===== config.mk =====
export PLATFORM = sky130hd
export DESIGN_NAME = pil_pump_interlock
export DESIGN_NICKNAME = d
export VERILOG_FILES = /design/src/logic/pil_pkg.sv /design/src/logic/pil_pump_interlock.sv
export VERILOG_INCLUDE_DIRS = /design/src /design/src/logic
export SDC_FILE = /design/constraint.sdc
export NUM_CORES = 2
export LEC_CHECK = 0
export ABC_AREA = 1
export BUFFER_PORTS_ARGS = -buffer_cell sky130_fd_sc_hd__buf_2
export CORE_UTILIZATION = 55
export DETAILED_ROUTE_END_ITERATION = 6
export PLACE_DENSITY = 0.77
export SETUP_SLACK_MARGIN = 0.4
export SYNTH_ARGS = -nofsm -noshare
export SYNTH_HDL_FRONTEND = slang
export SYNTH_SLANG_ARGS = --single-unit

===== constraint.sdc =====
create_clock -name clk -period 35 [get_ports clk]
set_clock_uncertainty 0.15 [all_clocks]
set_input_delay 7 -clock clk [delete_from_list [all_inputs] [get_ports clk]]
set_output_delay 7 -clock clk [all_outputs]
set_load 0.02 [all_outputs]

===== src/logic/pil_cfg.svh =====
// Constants for the pump interlock logic
`ifndef PIL_CFG_SVH
`define PIL_CFG_SVH
`define PIL_NUM_PUMPS      8
`define PIL_NUM_INPUTS     8
`define PIL_SEL_W          4
`define PIL_SEL_NONE       4'h0
`define PIL_SEL_MAX        4'h8
`define PIL_RELAY_FN_W     7
`define PIL_FN_PUMP_LO     7'h32
`define PIL_FN_PUMP_HI     7'h38
`define PIL_FN_PWR_ALARM   7'h0c
`define PIL_DELAY_W        14
`define PIL_DELAY_RESET    14'h0005
`define PIL_DELAY_MAX      14'h270f
`define PIL_CLK_HZ         40000000
`define PIL_SECOND_CYCLES  (`PIL_CLK_HZ)
`endif


===== src/logic/pil_pkg.sv =====
// Types for the pump interlock logic
`default_nettype none
`include "pil_cfg.svh"
package pil_pkg;
	typedef logic [`PIL_SEL_W-1:0] pil_sel_t;
	typedef struct packed {
		pil_sel_t autoManualSelect;
		pil_sel_t remoteEnableSelect;
		pil_sel_t runConfirmSelect;
		pil_sel_t faultASelect;
		pil_sel_t faultBSelect;
		pil_sel_t faultResetSelect;
		logic [`PIL_RELAY_FN_W-1:0] relayFunction;
		logic [`PIL_DELAY_W-1:0]    runCheckDelay;
	} pil_pump_cfg_t;
	typedef struct packed {
		logic pumpFailed;
		logic runFault;
		logic faultA;
		logic faultB;
		logic remoteStatus;
		logic autoMode;
		logic available;
	} pil_pump_stat_t;
	typedef enum logic [1:0] {
		PIL_IDLE  = 2'b00,
		PIL_WAIT  = 2'b01,
		PIL_CHECK = 2'b10
	} pil_run_state_t;
endpackage : pil_pkg
`default_nettype wire


===== src/logic/pil_pump_interlock.sv =====
// Pump interlock: input mapping, latched faults, power-fail handling
`timescale 1ns/10ps
`default_nettype none
`include "pil_cfg.svh"

module pil_pump_interlock #(
	parameter int NUM_PUMPS    = `PIL_NUM_PUMPS,
	parameter int NUM_INPUTS   = `PIL_NUM_INPUTS,
	parameter int SECOND_CYCLES = `PIL_SECOND_CYCLES
) (
	input  wire logic                                   clk,
	input  wire logic                                   rst,
	input  wire logic [NUM_INPUTS-1:0]                  scaledInputValue,
	input  wire pil_pkg::pil_pump_cfg_t [NUM_PUMPS-1:0] pumpCfg,
	input  wire pil_pkg::pil_sel_t                      powerFailSelect,
	input  wire pil_pkg::pil_sel_t                      globalResetSelect,
	input  wire logic [NUM_PUMPS-1:0]                   relayFunctionAlarm,
	input  wire logic [NUM_PUMPS-1:0]                   pumpRunRequest,
	input  wire logic [NUM_PUMPS-1:0]                   hostRemoteWrite,
	input  wire logic [NUM_PUMPS-1:0]                   hostRemoteValue,
	input  wire logic [NUM_PUMPS-1:0]                   hostFaultClear,
	input  wire logic                                   runMode,
	output logic [NUM_PUMPS-1:0]                        pumpRelay,
	output logic [NUM_PUMPS-1:0]                        powerFailAlarmRelay,
	output logic                                        powerFailFlag,
	output pil_pkg::pil_pump_stat_t [NUM_PUMPS-1:0]     pumpStatus
);
	import pil_pkg::*;

	// ==========================================================
	// Input synchronisers
	logic [NUM_INPUTS-1:0] syncA;
	logic [NUM_INPUTS-1:0] syncB;
	logic [NUM_INPUTS-1:0] syncC;
	logic [NUM_INPUTS-1:0] inVal;

	always_ff @(posedge clk or posedge rst) begin
		if (rst) begin
			syncA <= '0;
			syncB <= '0;
			syncC <= '0;
		end else begin
			syncA <= scaledInputValue;
			syncB <= syncA;
			syncC <= syncB;
		end
	end

	// Accept a change once stages two and three agree
	always_ff @(posedge clk or posedge rst) begin
		if (rst) begin
			inVal <= '0;
		end else if (syncB == syncC) begin
			inVal <= syncB;
		end
	end

	// ==========================================================
	// Helpers
	// zero or above 8 means unused, else input n
	function automatic logic pickIn(input pil_sel_t sel, input logic [NUM_INPUTS-1:0] v);
		logic r;
		r = 1'b0;
		for (int i = 1; i <= NUM_INPUTS; i++)
			if (sel == pil_sel_t'(i))
				r = v[i-1];
		return r;
	endfunction

	function automatic logic used(input pil_sel_t sel);
		return (sel != `PIL_SEL_NONE) && (sel <= `PIL_SEL_MAX);
	endfunction

	// relay function inside the pump range
	function automatic logic pumpFn(input logic [`PIL_RELAY_FN_W-1:0] fn);
		return (fn >= `PIL_FN_PUMP_LO) && (fn <= `PIL_FN_PUMP_HI);
	endfunction

	// Latched flag: set wins over clear
	function automatic logic latchNext(input logic set, input logic held, input logic clr);
		return set | (held & ~clr);
	endfunction

	function automatic logic [`PIL_DELAY_W-1:0] incSec(input logic [`PIL_DELAY_W-1:0] v);
		return v + `PIL_DELAY_W'(1);
	endfunction

	function automatic logic [31:0] incTick(input logic [31:0] v);
		return v + 32'h0000_0001;
	endfunction

	// ==========================================================
	// Power failure
	wire pfIn = pickIn(powerFailSelect, inVal);
	wire pfNow = used(powerFailSelect) & pfIn;

	// Reset contact edge detection
	logic [NUM_PUMPS-1:0] resetPrev;
	logic                 globalPrev;
	wire globalIn = pickIn(globalResetSelect, inVal);
	// global rising edge in run mode
	wire globalEdge = runMode & used(globalResetSelect) & globalIn & ~globalPrev;

	logic [NUM_PUMPS-1:0] resetNow;
	logic [NUM_PUMPS-1:0] failAny;
	logic [NUM_PUMPS-1:0] isPump;
	logic [NUM_PUMPS-1:0] checkDue;

	pil_run_state_t runState [NUM_PUMPS];
	logic [`PIL_DELAY_W-1:0] secCnt [NUM_PUMPS];
	logic [31:0]             tick   [NUM_PUMPS];

	always_ff @(posedge clk or posedge rst) begin
		if (rst) begin
			powerFailFlag <= 1'b0;
		end else begin
			powerFailFlag <= pfNow;
		end
	end

	// alarm relays only during the event
	always_ff @(posedge clk or posedge rst) begin
		if (rst) begin
			powerFailAlarmRelay <= '0;
		end else begin
			powerFailAlarmRelay <= pfNow ? relayFunctionAlarm : '0;
		end
	end

	always_ff @(posedge clk or posedge rst) begin
		if (rst) begin
			globalPrev <= 1'b0;
		end else begin
			globalPrev <= globalIn;
		end
	end

	// ==========================================================
	// Per-pump logic
	for (genvar p = 0; p < NUM_PUMPS; p++) begin : gPump
		pil_pump_cfg_t           c;
		pil_pump_stat_t          cur;
		pil_pump_stat_t          next_status;
		pil_run_state_t          next_state;
		logic [`PIL_DELAY_W-1:0] next_secCnt;
		logic [31:0]             next_tick;
		logic                    next_relay;

		assign c   = pumpCfg[p];
		assign cur = pumpStatus[p];

		// ==========================================================
		// Field inputs for this pump
		// pump relay functions only
		assign isPump[p] = pumpFn(c.relayFunction);
		// 1 auto, 0 manual; unallocated means auto
		wire autoIn   = used(c.autoManualSelect) ? pickIn(c.autoManualSelect, inVal) : 1'b1;
		wire confirm  = pickIn(c.runConfirmSelect, inVal);
		wire faultAIn = used(c.faultASelect) & pickIn(c.faultASelect, inVal);
		wire faultBIn = used(c.faultBSelect) & pickIn(c.faultBSelect, inVal);
		wire rstIn    = pickIn(c.faultResetSelect, inVal);
		wire remoteIn = pickIn(c.remoteEnableSelect, inVal);

		// ==========================================================
		// Reset and fault decisions
		// per-pump contact rising edge
		wire contactEdge = runMode & used(c.faultResetSelect) & rstIn & ~resetPrev[p];
		assign resetNow[p] = globalEdge | hostFaultClear[p] | contactEdge;
		assign failAny[p]  = cur.runFault | cur.faultA | cur.faultB;
		assign checkDue[p] = (runState[p] == PIL_CHECK) & used(c.runConfirmSelect);
		// new alarms ignored in power fail
		wire arm           = isPump[p] & ~pfNow;
		wire next_runFault = checkDue[p] & ~confirm & arm;
		wire next_faultA   = faultAIn & arm;
		wire next_faultB   = faultBIn & arm;
		wire newFault      = next_runFault | next_faultA | next_faultB;

		wire hostRemote  = hostRemoteWrite[p] ? hostRemoteValue[p] : cur.remoteStatus;
		wire next_remote = used(c.remoteEnableSelect) ? remoteIn : hostRemote;
		// failed or manual pumps leave duty
		wire next_avail  = isPump[p] & autoIn & ~(failAny[p] | newFault);
		// stop failed pumps and in power fail
		assign next_relay = pumpRunRequest[p] & next_avail & ~pfNow;

		// latched flags, set wins over clear
		always_comb begin
			next_status              = cur;
			next_status.runFault     = latchNext(next_runFault, cur.runFault, resetNow[p]);
			next_status.faultA       = latchNext(next_faultA, cur.faultA, resetNow[p]);
			next_status.faultB       = latchNext(next_faultB, cur.faultB, resetNow[p]);
			next_status.pumpFailed   = latchNext(newFault, failAny[p], resetNow[p]);
			next_status.remoteStatus = next_remote;
			next_status.autoMode     = autoIn;
			next_status.available    = next_avail;
		end

		// ==========================================================
		// Run check timer
		// delay in whole seconds
		wire secondDone = (tick[p] == 32'(SECOND_CYCLES - 1));
		wire delayDone  = (secCnt[p] >= c.runCheckDelay);
		always_comb begin
			next_state  = runState[p];
			next_secCnt = secCnt[p];
			next_tick   = tick[p];
			case (runState[p])
				PIL_IDLE: begin
					next_secCnt = '0;
					next_tick   = '0;
					if (pumpRelay[p] & pumpRunRequest[p])
						next_state = PIL_WAIT;
				end
				PIL_WAIT: begin
					if (!pumpRelay[p]) begin
						next_state = PIL_IDLE;
					end else if (delayDone) begin
						next_state = PIL_CHECK;
					end else if (secondDone) begin
						next_tick   = '0;
						next_secCnt = incSec(secCnt[p]);
					end else begin
						next_tick = incTick(tick[p]);
					end
				end
				PIL_CHECK: begin
					if (!pumpRelay[p])
						next_state = PIL_IDLE;
				end
				default: next_state = PIL_IDLE;
			endcase
		end

		// ==========================================================
		// Registers
		always_ff @(posedge clk or posedge rst) begin
			if (rst) begin
				pumpStatus[p] <= '0;
			end else begin
				pumpStatus[p] <= next_status;
			end
		end

		always_ff @(posedge clk or posedge rst) begin
			if (rst) begin
				pumpRelay[p] <= 1'b0;
			end else begin
				pumpRelay[p] <= next_relay;
			end
		end

		always_ff @(posedge clk or posedge rst) begin
			if (rst) begin
				resetPrev[p] <= 1'b0;
			end else begin
				resetPrev[p] <= rstIn;
			end
		end

		always_ff @(posedge clk or posedge rst) begin
			if (rst) begin
				runState[p] <= PIL_IDLE;
			end else begin
				runState[p] <= next_state;
			end
		end

		always_ff @(posedge clk or posedge rst) begin
			if (rst) begin
				secCnt[p] <= '0;
			end else begin
				secCnt[p] <= next_secCnt;
			end
		end

		always_ff @(posedge clk or posedge rst) begin
			if (rst) begin
				tick[p] <= '0;
			end else begin
				tick[p] <= next_tick;
			end
		end
	end
endmodule // pil_pump_interlock
`default_nettype wire


== Word level (Yosys, flattened, before mapping) ==
Cells that the tools add are included.

* Flip-flop bits (word level): 498
* Bits in latches: 0
* RAM bits: 0
* ROM bits: 0
* Input bits: 419
* Output and inout port bits: 73
* Logic and storage cells: 1,637
* Memories kept: 0

* $add $sub $neg: 16
* $mul: 0
* Divide/modulo/power cells: 0
* $lt $le $gt $ge: 74
* Equal/unequal tests: 473
* Shift operators: 0
* Multiplexer cells: 529
* Bitwise operators: 286
* Reductions and logical operators: 156

{| class="wikitable"
|+ Operators with widths
! kind !! number
|-
| 4-bit by 3-bit equality test with 1-bit output, second input constant || 200
|-
| 32-bit 2-to-1 mux || 24
|-
| 32-bit one-hot mux with 2 select lines || 8
|-
| 1-bit 2-to-1 mux || 424
|-
| 4-bit by 2-bit equality test with 1-bit output, second input constant || 100
|-
| 14-bit 2-to-1 mux || 24
|-
| 32-bit by 1-bit adder with 32-bit output, second input constant || 8
|-
| 32-bit by 26-bit equality test with 1-bit output, second input constant || 8
|-
| 14-bit one-hot mux with 2 select lines || 8
|-
| 4-bit by 1-bit equality test with 1-bit output, second input constant || 50
|-
| 4-bit equality test, second input constant || 50
|-
| 4-bit less-or-equal comparator, second input constant || 50
|-
| 4-bit nonzero test || 50
|-
| 1-bit bitwise AND || 164
|-
| 14-bit by 1-bit adder with 14-bit output, second input constant || 8
|-
| 14-bit >= comparator || 8
|-
| 1-bit bitwise OR || 88
|-
| 2-bit inequality test, second input constant || 40
|-
| 2-bit 2-to-1 mux || 32
|-
| 1-bit logical AND || 58
|-
| 7-bit by 6-bit >= comparator with 1-bit output, second input constant || 8
|-
| 7-bit by 6-bit less-or-equal comparator with 1-bit output, second input constant || 8
|-
| 2-bit one-hot mux with 3 select lines || 8
|-
| 3-bit AND reduction || 16
|-
| other kinds (9) || 92
|}

== Logic depth before layout (Yosys ltp) ==
* Depth in word-level cells: 20
* Gate-level depth with buffers: 14
* Gate-level depth less buffers: 12

== Worst setup path before layout ==
No wires, ideal clock.

* Kind: input-to-reg
* From: input port pumpCfg[183] (netlist name)
* To: register tick[102] (netlist name)
* Library setup time: 0.066 ns
* Arrival: 8.539 ns
* Data required time: 34.784 ns
* Path slack: 26.245 ns
* Stages on the path: 13
* Buffers on the path: 2
* Cells stage by stage: inv_1 > ha_1 > nand2_1 > inv_1 > o21bai_1 > nand3_1 > nand2_1 > nand4_2 > nand2_1 > buf_2 > buf_2 > nand3_1 > nand2_1

* Cells in the longest elaborated chain, start to end: 3

{| class="wikitable"
|+ Ends and longest elaborated chain
! item !! RTL line !! RTL
|-
| from (decl) || pil_pump_interlock.sv:14 || <nowiki>input wire pil_pkg::pil_pump_cfg_t [NUM_PUMPS-1:0] pumpCfg,</nowiki>
|-
| 14-bit >= comparator || pil_pump_interlock.sv:201 || <nowiki>wire delayDone = (secCnt[p] >= c.runCheckDelay);</nowiki>
|-
| 2-bit inequality test (no source line) || - ||
|-
| 3-bit AND reduction (no source line) || - ||
|-
| to (signal, indexed assignment) || pil_pump_interlock.sv:279 || <nowiki>tick[p] <= next_tick;</nowiki>
|-
| to (decl) || pil_pump_interlock.sv:111 || <nowiki>logic [31:0] tick [NUM_PUMPS];</nowiki>
|}

No other way between the ends.
A chain may end at the register's enable or synchronous reset.

== Worst setup path after layout ==
* From: input port pumpCfg[226] (netlist name)
* To: register secCnt[31] (netlist name)

* Cells in the longest elaborated chain, start to end: 3

{| class="wikitable"
|+ Ends and longest elaborated chain
! item !! RTL line !! RTL
|-
| 14-bit >= comparator || pil_pump_interlock.sv:201 ||
|-
| 2-bit inequality test (no source line) || - ||
|-
| 4-bit AND reduction (no source line) || - ||
|-
| to (signal, indexed assignment) || pil_pump_interlock.sv:271 || <nowiki>secCnt[p] <= next_secCnt;</nowiki>
|-
| to (decl) || pil_pump_interlock.sv:110 || <nowiki>logic [`PIL_DELAY_W-1:0] secCnt [NUM_PUMPS];</nowiki>
|}

No other way between the ends.

==> results.cfg <==
[run_status]
status = completed

[clocking]
clk-insertion-delay-late_ns = 0.63
cts_tree = yes
clockBufferDepth = 3
cts_setup_buffers = 0
cts-root-buf = clkbuf_16
clkTransAtPathRegs_ns = 0.06
clkSinkCount = 498
hold_buffers = 0
numCtsBuffers = 56
post_cts_resized = 0
htree_levels = 2

[worst_setup_path]
slowest_stage = nand2_2
crit_path_end_kind = flop
path_class = in -> reg
cp-start-kind = primary input
path_buf_inv = 3
critPathMaxFanout = 53
crit_arrival_ns = 10.30
cpLargestDelayFamily = simple AND/OR/NAND/NOR gates
required_ns = 35.34
slowest_delay_ns = 1.04
path_cells = buf_2 > inv_1 > ha_1 > inv_1 > nor2_1 > o21ai_0 > nand3_1 > nand2_1 > nand4_1 > nand2_2 > nand2_4 > nand2_1 > o21ai_2

[placement]
gp_congestion = 0.991
port_buffers = 491
hpwl_um = 87400
placed_cells = 6859

[route]
wl_met3_um = 9390
wl_per_cell_um = 16.7
top_layer = met5
wl_met2_um = 52900
routed_wl_um = 117000
met1_length_um = 49800
drc_errors = 0
initialDrtViolationCount = 3515
drt-pass1-iter-count = 6
ant_nets = 0
drt-vias-per-instance = 5.57
vias = 38900

[power_and_ir_drop]
pwr-share-comb = 0.158
internal-power_uw = 1040
leakage_uw = 0.0203
power.switching_uw = 432
seqPwrFrac = 0.404
peakVddDrop_v = 0.0000350
powerDensity_nw_per_um2 = 34.5
totalPowerFinal_uw = 1470
clock_power_share = 0.438
p_sw_frac = 0.294

[floorplanning]
die-area_um2 = 69100
core_um2 = 67300
num_rows = 95
die_w_um = 263
die_y_um = 263
initial_core_util = 0.556
pin_count = 492

[synth]
avgSynthCellArea_um2 = 6.65
synth_top_cell_by_area = dfrtp_1
synth_edf_count = 0
synthFlopType = dfrtp_1
syn_inst = 5629
synth-async-reset-ratio = 1.00
synth_top_area_frac = 0.333
ys_seq_area_frac = 0.333
netlist_area_um2 = 37400
synthDistinctLibCells = 52
ys_warn_count = 0
synth-seq-cells = 498
yosys-top-cells-area = dfrtp_1 (33%), nand2_1 (15%), nand3_1 (7.4%)
syn_nets = 6176

[cells_and_area]
seqCellArea_um2 = 12500
layout.nets = 6591
drive_gt1_frac = 0.128
multi_input_area_um2 = 21500
syn2layout_area_growth_pct = 13.8
nFillCells = 6362
instances_no_fill = 6997

[sta]
fmax_mhz = 100
finalCriticalPeriod_ns = 9.96
setup_tns_ns = 0
max_slew_margin = 0.236
min_period_over_period = 0.284
grt_setup_unrepaired = false
worstMarginPinSlew_ns = 1.14
maxSlewViolCount = 0
hold_violations = 0
setup_viol = 0
holdWs_ns = 0.198

[grt]
grt_pass1_vias = 35800
grt_max_degree = 108
grt_pass1_wl_um = 188000
track_usage = 0.335
gr-total-overflow = 0
grt_antenna_before_repair = 31

[job]
max_cap_violations = 0

[worst_hold_path]
hold_class = reg -> reg
routing by layer:
metal  global-route usage  vias to the layer above
met2                0.541                     1570
met3               0.0538                      314
li1                     -                    19200
met1                0.447                    17900
met5                    0                        -
met4                0.136                       12
final timing paths:
path                                        startpoint                          endpoint  slack, ns  cells past startpoint
worst max-delay path                      pumpCfg[226]            secCnt[31]$_DFFE_PP0P_      25.04                     13
worst max register to register  secCnt[29]$_DFFE_PP0P_            secCnt[31]$_DFFE_PP0P_      31.08                     11
min in group asynchronous                          rst  powerFailAlarmRelay[1]$_DFF_PP0_       6.36                      2
max in group asynchronous                          rst             tick[150]$_DFFE_PP0P_      26.01                      4
worst min register to register      syncA[0]$_DFF_PP0_                syncB[0]$_DFF_PP0_       0.20                      0
worst min-delay path                syncA[0]$_DFF_PP0_                syncB[0]$_DFF_PP0_       0.20                      0
sequential cells by signal (all words and copies together), names as in the netlist:
name                 flops
globalPrev               1
inVal                    8
powerFailAlarmRelay      8
powerFailFlag            1
pumpRelay                8
pumpStatus              56
resetPrev                8
runState                16
secCnt                 112
syncA                    8
syncB                    8
syncC                    8
tick                   256
synthesized netlist by cell type, types with 7 or more instances:
cell	instances
a21oi_1	140
buf_1	7
buf_2	36
buf_6	11
clkbuf_1	113
clkinv_1	8
dfrtp_1	498
ha_1	128
inv_1	697
nand2_1	1490
nand2_2	19
nand2_4	8
nand3_1	550
nand3b_1	45
nand4_1	160
nor2_1	673
nor3_1	165
nor3b_1	14
nor4_1	31
o211ai_1	60
o21ai_0	314
o21ai_1	42
o21ai_2	36
o21bai_1	19
or2_2	66
xnor2_1	25
xor2_1	200
cells in the final DEF (no fill, tap or decap), types with 45 or more instances in the layout:
cell type  synthesis  routed
or2_2             66      66
dfrtp_1          498     498
a21oi_1          140     140
clkbuf_16          0      56
buf_2             36     491
ha_1             128     128
nor3_1           165     165
nand4_1          160     160
nand2_1         1490    1490
o211ai_1          60      60
nand3b_1          45      45
xor2_1           200     200
inv_1            697     696
o21ai_0          314     314
nand3_1          550     550
nor2_1           673     668
power groups by stage:
stage / logic [uW] / registers [uW] / clock network [uW]
2_1_floorplan: 142 / 606 / 0
3_3_place_gp: 221 / 603 / 0
3_5_place_dp: 227 / 604 / 0
4_1_cts: 228 / 593 / 653
5_1_grt: 255 / 594 / 676
6_report: 231 / 593 / 643
logic make-up (layout without fill, tap and decap cells):
family / after synthesis / after routing / share of synthesized area
other cells: 0 / 34 / 0
buf+inv: 876 / 1337 / 0.0914
mux: 10 / 10 / 0.00288
xor+xnor: 225 / 225 / 0.0527
fa+ha+maj: 128 / 128 / 0.0428
compound gates: 644 / 644 / 0.0976
flops: 498 / 498 / 0.333
simple gates: 3248 / 3248 / 0.379
stage by stage:
step | utilization | area (um^2) | setup WS (ns)
5_1_grt | 0.632 | 42500 | 24.73
3_3_place_gp | 0.602 | 40500 | 24.69
6_report | 0.633 | 42600 | 25.04
3_5_place_dp | 0.602 | 40500 | 24.51
4_1_cts | 0.631 | 42500 | 25.16
2_1_floorplan | - | 37400 | 13.95
layout make-up:
type                       count  area share
clock buffer                  78      0.0379
clock inverter                26     0.00905
sequential                   498       0.293
inverter                     708      0.0626
multi-input combinational   4255       0.506
tap                          873      0.0257
antenna                       34     0.00200
timing repair buffer         525      0.0637
worst reg2reg max path, stage by stage, from the launching register on:
cell and delay (ns):
dfrtp_1 0.44, ha_1 0.32, inv_1 0.07, nor2_1 0.04
o21ai_0 0.17, nand3_1 0.12, nand2_1 0.07, nand4_1 0.68
nand2_2 1.05, nand2_4 0.42, nand2_1 0.20, o21ai_2 0.07
No activity file was read; power rests on OpenSTA's default activity.
